File: src/hw/usb_sideband_pkg.sv
// Constants and types shared by the USB host/OTG sideband control bank
package usb_sideband_pkg;

    // =========================================================
    // Bus geometry
    // =========================================================
    localparam int          ADDR_W          = 12;       // Byte address bits decoded
    localparam int          DATA_W          = 32;       // Register bus data width
    localparam logic [1:0]  RESP_OKAY       = 2'h0;     // Normal answer
    localparam logic [1:0]  RESP_SLVERR     = 2'h2;     // Unmapped address

    // =========================================================
    // Register map (byte addresses)
    // =========================================================
    localparam logic [ADDR_W-1:0] HOST_CTRL_OFFSET = 12'h484;
    localparam logic [ADDR_W-1:0] OTG_CTRL_OFFSET  = 12'h488;

    // =========================================================
    // Masked write layout
    // =========================================================
    localparam int          MASK_LSB        = 16;       // Write mask half starts here
    localparam int          CTRL_W          = 16;       // Stored control half

    // =========================================================
    // Reset values and writable bits
    // =========================================================
    localparam logic [15:0] HOST_CTRL_RESET    = 16'h04bc;
    localparam logic [15:0] HOST_CTRL_WRITABLE = 16'h7fff;
    localparam logic [15:0] OTG_CTRL_RESET     = 16'h0000;
    localparam logic [15:0] OTG_CTRL_WRITABLE  = 16'h0007;

    // =========================================================
    // Host control field positions
    // =========================================================
    localparam int HOST_WAKEUP_IRQ_BIT   = 14;
    localparam int HOST_ARB_HOLD_BIT     = 13;
    localparam int HOST_LEGACY_SUSP_BIT  = 12;
    localparam int HOST_MS_SHORT_BIT     = 11;
    localparam int HOST_DPLL_RESET_BIT   = 10;
    localparam int HOST_OVERCURRENT_BIT  = 9;
    localparam int HOST_AUTO_PWROFF_BIT  = 8;
    localparam int HOST_WIDE_PATH_BIT    = 7;
    localparam int HOST_NONDRIVE_BIT     = 6;
    localparam int HOST_BURST_ALIGN_BIT  = 5;
    localparam int HOST_BURST8_BIT       = 4;
    localparam int HOST_BURST4_BIT       = 3;
    localparam int HOST_BURST16_BIT      = 2;
    localparam int HOST_HUB_SHORT_BIT    = 1;
    localparam int HOST_CLK_RESTART_BIT  = 0;

    // =========================================================
    // OTG control field positions
    // =========================================================
    localparam int OTG_DEBOUNCE_BIT      = 2;
    localparam int OTG_SCALE_LSB         = 0;

    // Scale-down choices seen by the OTG core
    typedef enum logic [1:0] {
        SCALE_NONE        = 2'b00,  // Real timings everywhere
        SCALE_EXCEPT_SUSP = 2'b01,  // All but device suspend/resume
        SCALE_SUSP_ONLY   = 2'b10,  // Device suspend/resume only
        SCALE_ALL         = 2'b11   // Both groups
    } scale_mode_t;

endpackage

File: src/hw/sideband_if.sv
// Carrier for the stored control words between bank and output stage
`timescale 1ns/100ps
interface sideband_if;
    import usb_sideband_pkg::*;
    logic [CTRL_W-1:0] host_bits;   // Stored host control half
    logic [CTRL_W-1:0] otg_bits;    // Stored OTG control half

    modport source (output host_bits, output otg_bits);
    modport sink   (input  host_bits, input  otg_bits);
endinterface

File: src/hw/masked_reg.sv
// Sixteen-bit control register with per-bit write mask
`timescale 1ns/100ps
module masked_reg import usb_sideband_pkg::*; #(
    parameter logic [15:0] RESET_VALUE = 16'h0000,
    parameter logic [15:0] WRITABLE    = 16'hffff
) (
    input  wire  logic              aclk,
    input  wire  logic              aresetn,
    input  wire  logic              wr_en,
    input  wire  logic [CTRL_W-1:0] wr_mask,
    input  wire  logic [CTRL_W-1:0] wr_data,
    output logic [CTRL_W-1:0]       value
);

    // =========================================================
    // State
    // =========================================================
    typedef struct packed {
        logic [CTRL_W-1:0] value;   // Stored control bits
    } reg_state_t;

    reg_state_t state;              // Registered copy
    reg_state_t next_state;         // Next value

    // =========================================================
    // Next value
    // =========================================================
    // Only bits whose mask bit is set change; reserved bits never do
    always_comb begin
        logic [CTRL_W-1:0] m;
        m = wr_mask & WRITABLE;
        next_state = state;
        if (wr_en) begin
            next_state.value = (state.value & ~m) | (wr_data & m);
        end
        next_state.value = next_state.value & WRITABLE;
    end

    // =========================================================
    // Register
    // =========================================================
    always_ff @(posedge aclk) begin
        if (!aresetn) begin
            state.value <= RESET_VALUE;
        end else begin
            state <= next_state;
        end
    end

    assign value = state.value;

endmodule

File: src/hw/sideband_drive.sv
// Registered drive of the named sideband signals toward the USB cores
`timescale 1ns/100ps
module sideband_drive import usb_sideband_pkg::*; (
    input  wire  logic  aclk,
    input  wire  logic  aresetn,
    sideband_if.sink    ctrl,
    output logic        phy_host_wakeup_irq_enable,
    output logic        host_arbiter_hold,
    output logic        fs_clock_legacy_suspend,
    output logic        ms_counter_short_select,
    output logic        dpll_initial_reset,
    output logic        port_overcurrent_flag,
    output logic        auto_power_off_on_overcurrent,
    output logic        phy_wide_path_select,
    output logic        phy_nondrive_sim,
    output logic        burst_align_enable,
    output logic        burst8_permit,
    output logic        burst4_permit,
    output logic        burst16_permit,
    output logic        hub_setup_short,
    output logic        fs_clock_restart,
    output logic        otg_debounce_bypass,
    output scale_mode_t otg_scale_down_mode
);

    // =========================================================
    // State: one flop per sideband line
    // =========================================================
    typedef struct packed {
        logic [CTRL_W-1:0] host;    // Host sideband lines
        logic              debnc;   // OTG debounce bypass
        scale_mode_t       scale;   // OTG scale-down selection
    } drive_state_t;

    drive_state_t state;            // Registered copy
    drive_state_t next_state;       // Next value

    // Follows the bank one cycle later; reset matches the bank reset
    always_comb begin
        next_state.host  = ctrl.host_bits;
        next_state.debnc = ctrl.otg_bits[OTG_DEBOUNCE_BIT];
        next_state.scale = scale_mode_t'(ctrl.otg_bits[OTG_SCALE_LSB +: 2]);
    end

    // =========================================================
    // Register
    // =========================================================
    always_ff @(posedge aclk) begin
        if (!aresetn) begin
            state.host  <= HOST_CTRL_RESET;
            state.debnc <= OTG_CTRL_RESET[OTG_DEBOUNCE_BIT];
            state.scale <= SCALE_NONE;
        end else begin
            state <= next_state;
        end
    end

    // Static levels; the cores sample them at their own pace
    assign phy_host_wakeup_irq_enable    = state.host[HOST_WAKEUP_IRQ_BIT];
    assign host_arbiter_hold             = state.host[HOST_ARB_HOLD_BIT];
    assign fs_clock_legacy_suspend       = state.host[HOST_LEGACY_SUSP_BIT];
    assign ms_counter_short_select       = state.host[HOST_MS_SHORT_BIT];
    assign dpll_initial_reset            = state.host[HOST_DPLL_RESET_BIT];
    assign port_overcurrent_flag         = state.host[HOST_OVERCURRENT_BIT];
    assign auto_power_off_on_overcurrent = state.host[HOST_AUTO_PWROFF_BIT];
    assign phy_wide_path_select          = state.host[HOST_WIDE_PATH_BIT];
    assign phy_nondrive_sim              = state.host[HOST_NONDRIVE_BIT];
    assign burst_align_enable            = state.host[HOST_BURST_ALIGN_BIT];
    assign burst8_permit                 = state.host[HOST_BURST8_BIT];
    assign burst4_permit                 = state.host[HOST_BURST4_BIT];
    assign burst16_permit                = state.host[HOST_BURST16_BIT];
    assign hub_setup_short               = state.host[HOST_HUB_SHORT_BIT];
    assign fs_clock_restart              = state.host[HOST_CLK_RESTART_BIT];
    assign otg_debounce_bypass           = state.debnc;
    assign otg_scale_down_mode           = state.scale;

endmodule

File: src/hw/usb_host_otg_sideband_ctrl.sv
// Register bank driving static sideband inputs of the USB host and OTG cores
//
// How it works
// - Upper write half masks lower bit changes
// - Bit 14 gates PHY wake-up interrupt
// - Bit 13 pauses host arbiter
// - Bit 11 picks short millisecond count
// - Bit 10 drives DPLL initial reset
// - Bit 9 flags overcurrent, disabling port
// - Bit 7 selects 16-bit PHY path
// - Bit 6 makes PHY non-driving
// - Bit 5 forces aligned burst starts
// - Bits 4,3,2 permit INCR8, INCR4, INCR16
// - Bit 1 picks four-clock hub setup
// - Bit 0 drives clock restart input
// - OTG bit 2 bypasses debounce
// - OTG bits 1:0 select scale-down groups
`timescale 1ns/100ps
module usb_host_otg_sideband_ctrl import usb_sideband_pkg::*; (
    input  wire  logic              aclk,
    input  wire  logic              aresetn,
    // AXI4-Lite write address
    input  wire  logic [ADDR_W-1:0] awaddr,
    input  wire  logic [2:0]        awprot,
    input  wire  logic              awvalid,
    output logic                    awready,
    // AXI4-Lite write data
    input  wire  logic [DATA_W-1:0] wdata,
    input  wire  logic [3:0]        wstrb,
    input  wire  logic              wvalid,
    output logic                    wready,
    // AXI4-Lite write response
    output logic [1:0]              bresp,
    output logic                    bvalid,
    input  wire  logic              bready,
    // AXI4-Lite read address
    input  wire  logic [ADDR_W-1:0] araddr,
    input  wire  logic [2:0]        arprot,
    input  wire  logic              arvalid,
    output logic                    arready,
    // AXI4-Lite read data
    output logic [DATA_W-1:0]       rdata,
    output logic [1:0]              rresp,
    output logic                    rvalid,
    input  wire  logic              rready,
    // Host core sideband levels
    output logic                    phy_host_wakeup_irq_enable,
    output logic                    host_arbiter_hold,
    output logic                    fs_clock_legacy_suspend,
    output logic                    ms_counter_short_select,
    output logic                    dpll_initial_reset,
    output logic                    port_overcurrent_flag,
    output logic                    auto_power_off_on_overcurrent,
    output logic                    phy_wide_path_select,
    output logic                    phy_nondrive_sim,
    output logic                    burst_align_enable,
    output logic                    burst8_permit,
    output logic                    burst4_permit,
    output logic                    burst16_permit,
    output logic                    hub_setup_short,
    output logic                    fs_clock_restart,
    // OTG core sideband levels
    output logic                    otg_debounce_bypass,
    output scale_mode_t             otg_scale_down_mode
);

    // =========================================================
    // Address decode helper
    // =========================================================
    // One-hot hit vector: bit 0 host control, bit 1 OTG control.
    // Only word index bits are compared, so byte offsets inside a
    // word land on the same register.
    function automatic logic [1:0] decode_reg(input logic [ADDR_W-1:0] a);
        logic [1:0] hit;
        hit    = 2'h0;
        hit[0] = (a[ADDR_W-1:2] == HOST_CTRL_OFFSET[ADDR_W-1:2]);
        hit[1] = (a[ADDR_W-1:2] == OTG_CTRL_OFFSET[ADDR_W-1:2]);
        return hit;
    endfunction

    // =========================================================
    // Slave state
    // =========================================================
    // Every bus output is a field of this struct, so every output
    // comes straight from a flop.
    typedef struct packed {
        logic              awready;   // Write address slot free
        logic              wready;    // Write data slot free
        logic              aw_held;   // Write address captured
        logic [ADDR_W-1:0] aw_addr;   // Captured write address
        logic              w_held;    // Write data captured
        logic [DATA_W-1:0] w_data;    // Captured write data
        logic [3:0]        w_strb;    // Captured byte enables
        logic              bvalid;    // Write answer pending
        logic [1:0]        bresp;     // Write answer code
        logic              arready;   // Read address slot free
        logic              rvalid;    // Read answer pending
        logic [DATA_W-1:0] rdata;     // Read answer data
        logic [1:0]        rresp;     // Read answer code
    } slave_state_t;

    slave_state_t state;            // Registered copy
    slave_state_t next_state;       // Next value

    // =========================================================
    // Register bank wiring
    // =========================================================
    logic              host_wr_en;    // Commit to host control
    logic              otg_wr_en;     // Commit to OTG control
    logic [CTRL_W-1:0] wr_mask;       // Effective per-bit mask
    logic [CTRL_W-1:0] wr_bits;       // Lower half of write data
    logic [CTRL_W-1:0] host_value;    // Stored host control
    logic [CTRL_W-1:0] otg_value;     // Stored OTG control

    sideband_if ctrl_bus ();          // Carries stored words to drive stage

    // =========================================================
    // Slave next-state logic
    // =========================================================
    // Address and data are captured independently, in either
    // order, then committed together in the cycle after both are
    // held. The protection bits carry no meaning here.
    always_comb begin
        logic [1:0] whit;
        logic [1:0] rhit;
        logic [1:0] lane;
        next_state = state;
        host_wr_en = 1'b0;
        otg_wr_en  = 1'b0;
        whit       = decode_reg(state.aw_addr);
        rhit       = decode_reg(araddr);

        // A mask byte only counts when its data byte also came in;
        // otherwise a half-written field could take stale bits.
        lane    = {state.w_strb[3] & state.w_strb[1],
                   state.w_strb[2] & state.w_strb[0]};
        wr_bits = state.w_data[CTRL_W-1:0];
        wr_mask = state.w_data[MASK_LSB +: CTRL_W]
                  & {{8{lane[1]}}, {8{lane[0]}}};

        // Write address capture
        if (awvalid && state.awready) begin
            next_state.aw_held = 1'b1;
            next_state.aw_addr = awaddr;
        end

        // Write data capture
        if (wvalid && state.wready) begin
            next_state.w_held = 1'b1;
            next_state.w_data = wdata;
            next_state.w_strb = wstrb;
        end

        // Commit once both halves are held and no answer waits
        if (state.aw_held && state.w_held && !state.bvalid) begin
            host_wr_en         = whit[0];
            otg_wr_en          = whit[1];
            next_state.aw_held = 1'b0;
            next_state.w_held  = 1'b0;
            next_state.bvalid  = 1'b1;
            if (whit != 2'h0) begin
                next_state.bresp = RESP_OKAY;
            end else begin
                // Unmapped: nothing stored, error answered
                next_state.bresp = RESP_SLVERR;
            end
        end

        // Write answer retires when the master takes it
        if (state.bvalid && bready) begin
            next_state.bvalid = 1'b0;
        end

        // Read: data sampled from the stored words at acceptance
        if (arvalid && state.arready) begin
            next_state.rvalid = 1'b1;
            if (rhit[0]) begin
                next_state.rdata = {16'h0000, host_value};
                next_state.rresp = RESP_OKAY;
            end else if (rhit[1]) begin
                next_state.rdata = {16'h0000, otg_value};
                next_state.rresp = RESP_OKAY;
            end else begin
                // Unmapped: zero data with an error code
                next_state.rdata = 32'h0000_0000;
                next_state.rresp = RESP_SLVERR;
            end
        end else if (state.rvalid && rready) begin
            next_state.rvalid = 1'b0;
        end

        // Slots reopen only when nothing is held or pending; this
        // keeps one write and one read in flight at most.
        next_state.awready = !next_state.aw_held && !next_state.bvalid;
        next_state.wready  = !next_state.w_held && !next_state.bvalid;
        next_state.arready = !next_state.rvalid;
    end

    // =========================================================
    // Slave register
    // =========================================================
    // Ready flags come up at reset so the first request needs no
    // extra cycle after release.
    always_ff @(posedge aclk) begin
        if (!aresetn) begin
            state.awready <= 1'b1;
            state.wready  <= 1'b1;
            state.aw_held <= 1'b0;
            state.aw_addr <= 12'h000;
            state.w_held  <= 1'b0;
            state.w_data  <= 32'h0000_0000;
            state.w_strb  <= 4'h0;
            state.bvalid  <= 1'b0;
            state.bresp   <= RESP_OKAY;
            state.arready <= 1'b1;
            state.rvalid  <= 1'b0;
            state.rdata   <= 32'h0000_0000;
            state.rresp   <= RESP_OKAY;
        end else begin
            state <= next_state;
        end
    end

    // Bus outputs are flop fields
    assign awready = state.awready;
    assign wready  = state.wready;
    assign bvalid  = state.bvalid;
    assign bresp   = state.bresp;
    assign arready = state.arready;
    assign rvalid  = state.rvalid;
    assign rdata   = state.rdata;
    assign rresp   = state.rresp;

    // =========================================================
    // Control registers
    // =========================================================
    // Host control: bit 15 reserved, so it is left out of the
    // writable set and always reads zero.
    masked_reg #(
        .RESET_VALUE (HOST_CTRL_RESET),
        .WRITABLE    (HOST_CTRL_WRITABLE)
    ) host_ctrl_reg (
        .aclk    (aclk),
        .aresetn (aresetn),
        .wr_en   (host_wr_en),
        .wr_mask (wr_mask),
        .wr_data (wr_bits),
        .value   (host_value)
    );

    // OTG control: only the debounce bypass and scale-down field
    masked_reg #(
        .RESET_VALUE (OTG_CTRL_RESET),
        .WRITABLE    (OTG_CTRL_WRITABLE)
    ) otg_ctrl_reg (
        .aclk    (aclk),
        .aresetn (aresetn),
        .wr_en   (otg_wr_en),
        .wr_mask (wr_mask),
        .wr_data (wr_bits),
        .value   (otg_value)
    );

    assign ctrl_bus.host_bits = host_value;
    assign ctrl_bus.otg_bits  = otg_value;

    // =========================================================
    // Sideband drive stage
    // =========================================================
    // The restart and legacy-suspend lines are plain levels; the
    // host core treats the restart line as asynchronous, so a
    // clean flop output avoids glitches into that input. The
    // ordering of raise/clear around suspend is left to software.
    sideband_drive drive (
        .aclk                          (aclk),
        .aresetn                       (aresetn),
        .ctrl                          (ctrl_bus),
        .phy_host_wakeup_irq_enable    (phy_host_wakeup_irq_enable),
        .host_arbiter_hold             (host_arbiter_hold),
        .fs_clock_legacy_suspend       (fs_clock_legacy_suspend),
        .ms_counter_short_select       (ms_counter_short_select),
        .dpll_initial_reset            (dpll_initial_reset),
        .port_overcurrent_flag         (port_overcurrent_flag),
        .auto_power_off_on_overcurrent (auto_power_off_on_overcurrent),
        .phy_wide_path_select          (phy_wide_path_select),
        .phy_nondrive_sim              (phy_nondrive_sim),
        .burst_align_enable            (burst_align_enable),
        .burst8_permit                 (burst8_permit),
        .burst4_permit                 (burst4_permit),
        .burst16_permit                (burst16_permit),
        .hub_setup_short               (hub_setup_short),
        .fs_clock_restart              (fs_clock_restart),
        .otg_debounce_bypass           (otg_debounce_bypass),
        .otg_scale_down_mode           (otg_scale_down_mode)
    );

endmodule

File: config.mk
export PLATFORM = sky130hd
export DESIGN_NAME = usb_host_otg_sideband_ctrl
export DESIGN_NICKNAME = d
export VERILOG_FILES = /design/src/hw/usb_sideband_pkg.sv /design/src/hw/sideband_if.sv /design/src/hw/masked_reg.sv /design/src/hw/sideband_drive.sv /design/src/hw/usb_host_otg_sideband_ctrl.sv
export SDC_FILE = /design/constraint.sdc
export NUM_CORES = 1
export LEC_CHECK = 0
export CORE_ASPECT_RATIO = 1.2
export CORE_MARGIN = 2
export CORE_UTILIZATION = 40
export DETAILED_ROUTE_END_ITERATION = 8
export DONT_BUFFER_PORTS = 1
export SETUP_SLACK_MARGIN = 0.3
export SLEW_MARGIN = 20
export SYNTH_ARGS = -nofsm -noshare
export SYNTH_HDL_FRONTEND = slang
export SYNTH_SLANG_ARGS = --single-unit
File: constraint.sdc
create_clock -name aclk -period 1.7 [get_ports aclk]
set_input_delay 0.51 -clock aclk [delete_from_list [all_inputs] [get_ports aclk]]
set_output_delay 0.51 -clock aclk [all_outputs]
set_load 0.01 [all_outputs]
* After elaboration in Yosys (flattened, before gate mapping)
Index checks and enable logic that the tools add are counted.
** Storage, ports and cells
- Register bits :: 141
- Input port bits :: 73
- Output and inout port bits :: 59
- Logic and storage cells :: 63
** Cells by class
- Equal/unequal tests :: 4
- Bitwise operators :: 11
- Reduce and logical (&&, ||, !) cells :: 15
- Muxes and demuxes :: 13
** Operators by type and width (number)
- $eq A10 B9 Y1 const B :: 4
- $mux W37 :: 1
- $mux W18 :: 2
- $and A16 B16 Y16 :: 2
- $or A16 B16 Y16 :: 2
- $and A16 B15 Y16 :: 1
- $and A16 B3 Y16 :: 1
- $not A15 Y16 :: 1
- $not A3 Y16 :: 1
- $and A15 B15 Y15 :: 1
- $mux W13 :: 1
- $logic_and A1 B1 Y1 :: 9
- $mux W1 :: 7
- $logic_not A1 Y1 :: 5
- $mux W3 :: 1
- $and A1 B1 Y1 :: 2
- $mux W2 :: 1
- $reduce_bool A2 Y1 :: 1

* Depth between registers and ports, before layout
- Depth after elaboration :: 7
- Gate-level depth with buffers :: 5
- Depth with buffers taken out :: 3

* Hierarchy
From an unflattened synthesis, not the netlist that was laid out.
** Unflattened totals
- Cells, all modules :: 507
- Area, all modules :: 4499.3 sq um
** Modules (own cells, without submodules)
- usb_host_otg_sideband_ctrl :: instances 1, seq. area each 1421.4 sq um, area each 3131.8 sq um, cells each 366
- masked_reg at host_ctrl_reg :: instances 1, seq. area each 300.3 sq um, area each 644.4 sq um, cells each 75
- sideband_drive :: instances 1, seq. area each 360.3 sq um, area each 498.0 sq um, cells each 37
- masked_reg at otg_ctrl_reg :: instances 1, seq. area each 60.1 sq um, area each 225.2 sq um, cells each 29

* Worst setup path before layout
No wires, ideal clock.
- Kind :: register to register
- From :: register state[80] (netlist bit)
- To :: register with a tool-made name
- Period minus slack after synthesis :: 1712 ps
- Stages on the path, launching flop included :: 5
- Library setup time :: 121 ps
- Arrival time :: 1591 ps
- Data required time :: 1579 ps
- Buffers on the path :: 1
- Slack :: -12 ps
- Cells stage by stage :: dfxtp_1 or4b_4 buf_6 nor4_1 mux2_2
** RTL lines
- start, declared :: line usb_host_otg_sideband_ctrl.sv:102 : slave_state_t state;
- start signal, assigned :: line usb_host_otg_sideband_ctrl.sv:220 : state <= next_state;

==> flow_summary.json <==
{
  "status": "complete, but fails checks",
  "violations": "negative setup slack",
  "cp-start-kind": "flop",
  "cts_buffer_depth": 2,
  "rows": 41,
  "die_w_um": 98.7,
  "grt_max_degree": 66,
  "drive_above_1_share": 0.186,
  "antenna_found_initial": 0,
  "io_buffer_count": 0,
  "cts.sinks": 104,
  "gr-total-overflow": 0,
  "drt_drc_violations_left": 0,
  "ctsHoldBuffers": 0,
  "synth_warnings": 0,
  "root_buffer": "clkbuf_16",
  "syn_area_per_cell_um2": 8.94,
  "cp_slowest_cell": "or4b_4",
  "hpwl_um": 6790,
  "ir_worst_vdd_mv": 0.464,
  "diodes": 0,
  "track_usage": 0.174,
  "hold_path.class": "in2reg",
  "numCtsBuffers": 9,
  "clk_pin_slew_ns": 0.07,
  "layout.nets": 551,
  "reg2reg_setup_slack_ns": -0.08,
  "crit_path_max_incr_delay_ns": 0.54,
  "vias": 3161,
  "dr.pass1.iters": 4,
  "hold_slack_ns": 0.226,
  "grt_pass1_vias": 3052,
  "areaGrowthSynthToFinish_pct": 15.5,
  "worstReg2RegStart": "state[84]",
  "syn-instance-count": 482,
  "power_density_nw_per_um2": 1050,
  "fin_worst_skew_ns": 0.00671,
  "htree_num_levels": 3,
  "syn-cell-area_um2": 4310,
  "crit_type": "reg2reg",
  "reg2reg_depth": 4,
  "max_freq_mhz": 563,
  "dieHeight_um": 118,
  "start_util": 0.410,
  "crit_path_cell_trace": "or4b_4 -> buf_12 -> nor4_2 -> mux2_2",
  "place.gp.congestion": 0.783,
  "io_pins": 132,
  "worstSetupEndpointType": "flop",
  "leakage_nw": 2.00,
  "period_share": 1.04,
  "finalSetupViolCount": 12,
  "cp-startpoint": "state[84]",
  "drt-total-wl_um": 10100,
  "grt_pass1_wl_um": 15800,
  "required_ns": 1.94,
  "coreArea_um2": 10500,
  "setup_slack_ns": -0.0755,
  "ys_ff_latch": 104,
  "drv_slew": 0,
  "rsz0062_at_grt": "true",
  "wl_per_cell_um": 16.4,
  "synth_cell_types": 38,
  "drv_cap": 0,
  "insertion_delay_ns": 0.35,
  "hold_viol_final": 0,
  "cp.arrival_ns": 2.02,
  "period_needed_ns": 1.78,
  "ys_seq_area_frac": 0.483,
  "power_mw": 5.20,
  "avgViaCountPerCell": 5.17,
  "drt-initial-drc-count": 112,
  "dieArea_um2": 11600,
  "cp_max_fo": 15,
  "detail-route-antenna-nets": 0,
  "cts_tree": "built"
}
[synthesized netlist by cell type, drive strengths merged]
cell | n | area, µm²
o221a | 1 | 11.3
o21ai | 2 | 10.0
nor2 | 2 | 7.51
or4b | 2 | 23.8
and2 | 4 | 25.0
nor4 | 19 | 196
nand3 | 3 | 15.0
mux2i | 12 | 120
nand2 | 128 | 480
o31ai | 3 | 22.5
nand4b | 18 | 164
nand3b | 1 | 7.51
mux2 | 6 | 67.6
inv | 15 | 56.3
buf | 44 | 335
clkbuf | 23 | 86.3
dfxtp | 104 | 2080
a21boi | 21 | 158
o211a | 2 | 20.0
a21oi | 36 | 180
nand2b | 13 | 81.3
nor4b | 2 | 17.5
xnor2 | 1 | 8.76
a22oi | 3 | 22.5
nor2b | 2 | 12.5
nand4 | 12 | 75.1
a211oi | 1 | 7.51
and4b | 1 | 10.0
conb | 1 | 3.75
[area by class of cell]
cell class                      instances  area (µm²)
Fill cell                            1001        5540
Sequential cell                       104        2100
Multi-Input combinational cell        316        2050
Timing Repair Buffer                   32         297
Clock buffer                           12         267
Tap cell                              129         161
Inverter                               15        56.3
Clock inverter                          4        51.3
[worst max-delay path: cells and delay by family, from the launching register on]
family,cells,cell delay (ns)
flip-flops,1,0.32
buffers and inverters,1,0.18
multiplexers,1,0.36
AND/OR/NAND/NOR,2,0.82
[power by group]
part	internal, mW	switching (mW)
combinational	0.176	0.257
clock	1.26	0.888
sequential	2.53	0.0860
[cell usage in the layout (no fill, tap or decap), types with 2 or more instances in the layout]
| cell | count |
|---|---|
| a21boi_0 | 21 |
| a21oi_1 | 36 |
| a22oi_1 | 3 |
| and2_1 | 4 |
| buf_12 | 3 |
| buf_4 | 24 |
| buf_6 | 5 |
| clkbuf_16 | 9 |
| clkbuf_8 | 3 |
| conb_1 | 19 |
| dfxtp_1 | 97 |
| dfxtp_2 | 5 |
| dfxtp_4 | 2 |
| inv_1 | 14 |
| mux2_2 | 2 |
| mux2_4 | 4 |
| mux2i_1 | 12 |
| nand2_1 | 128 |
| nand2b_1 | 13 |
| nand3_1 | 3 |
| nand4_1 | 12 |
| nand4b_1 | 17 |
| nor2_1 | 2 |
| nor2b_1 | 2 |
| nor4_2 | 5 |
| nor4_4 | 14 |
| o211a_1 | 2 |
| o21ai_0 | 2 |
| o31ai_1 | 3 |
| or4b_4 | 4 |
[stage by stage]
stage          worst slack, ns  setup TNS, ns  std cells  cell area [µm²]  utilization
3_3_place_gp            -0.108         -0.897        581             4380        0.416
6_report               -0.0755         -0.466        612             4980        0.473
5_1_grt                 -0.113          -1.25        612             4980        0.473
2_1_floorplan           0.0220              0        500             4490            -
4_1_cts                -0.0642         -0.620        607             4910        0.467
3_5_place_dp            -0.137          -1.14        581             4380        0.416
[timing repair]
action	4_1_cts	5_1_grt
cloned	2	0
buffers inserted	8	5
gates resized for setup	26	10
pin swaps	6	5
setup endpoints to repair	20	23
[logic make-up (layout without fill, tap and decap cells)]
kind of cell	after synthesis	count (layout)	share of synthesized area
multiplexers	18	18	0.0436
flip-flops	104	104	0.483
AO/OA/AOI/OAI	69	69	0.100
other	1	19	0.000870
AND/OR/NAND/NOR	207	209	0.259
XOR/XNOR	1	1	0.00203
buffers and inverters	82	63	0.111
[how the worst min path moves through the flow]
stage                     startpoint                  endpoint  slack (ns)  depth (start not counted)
after floorplan                 flop  drive.dpll_initial_reset        0.43                          1
after global placement     state[46]                 state[46]        0.44                          2
after detailed placement   state[46]                 state[46]        0.44                          2
after CTS                    aresetn                   arready        0.22                          1
after global routing         aresetn                   arready        0.22                          1
final                        aresetn                   arready        0.23                          1
[metal layers]
layer | part of all wire | GRT usage | wire (µm) | vias up
li1 | - | - | - | 1572
met1 | 0.44 | 0.217 | 4380 | 1476
met2 | 0.48 | 0.281 | 4870 | 101
met3 | 0.061 | 0.0481 | 612 | 12
met4 | 0.020 | 0.0728 | 198 | 0
met5 | 0 | 0 | 0 | -
Note: power is estimated with default switching activity, not from simulation.
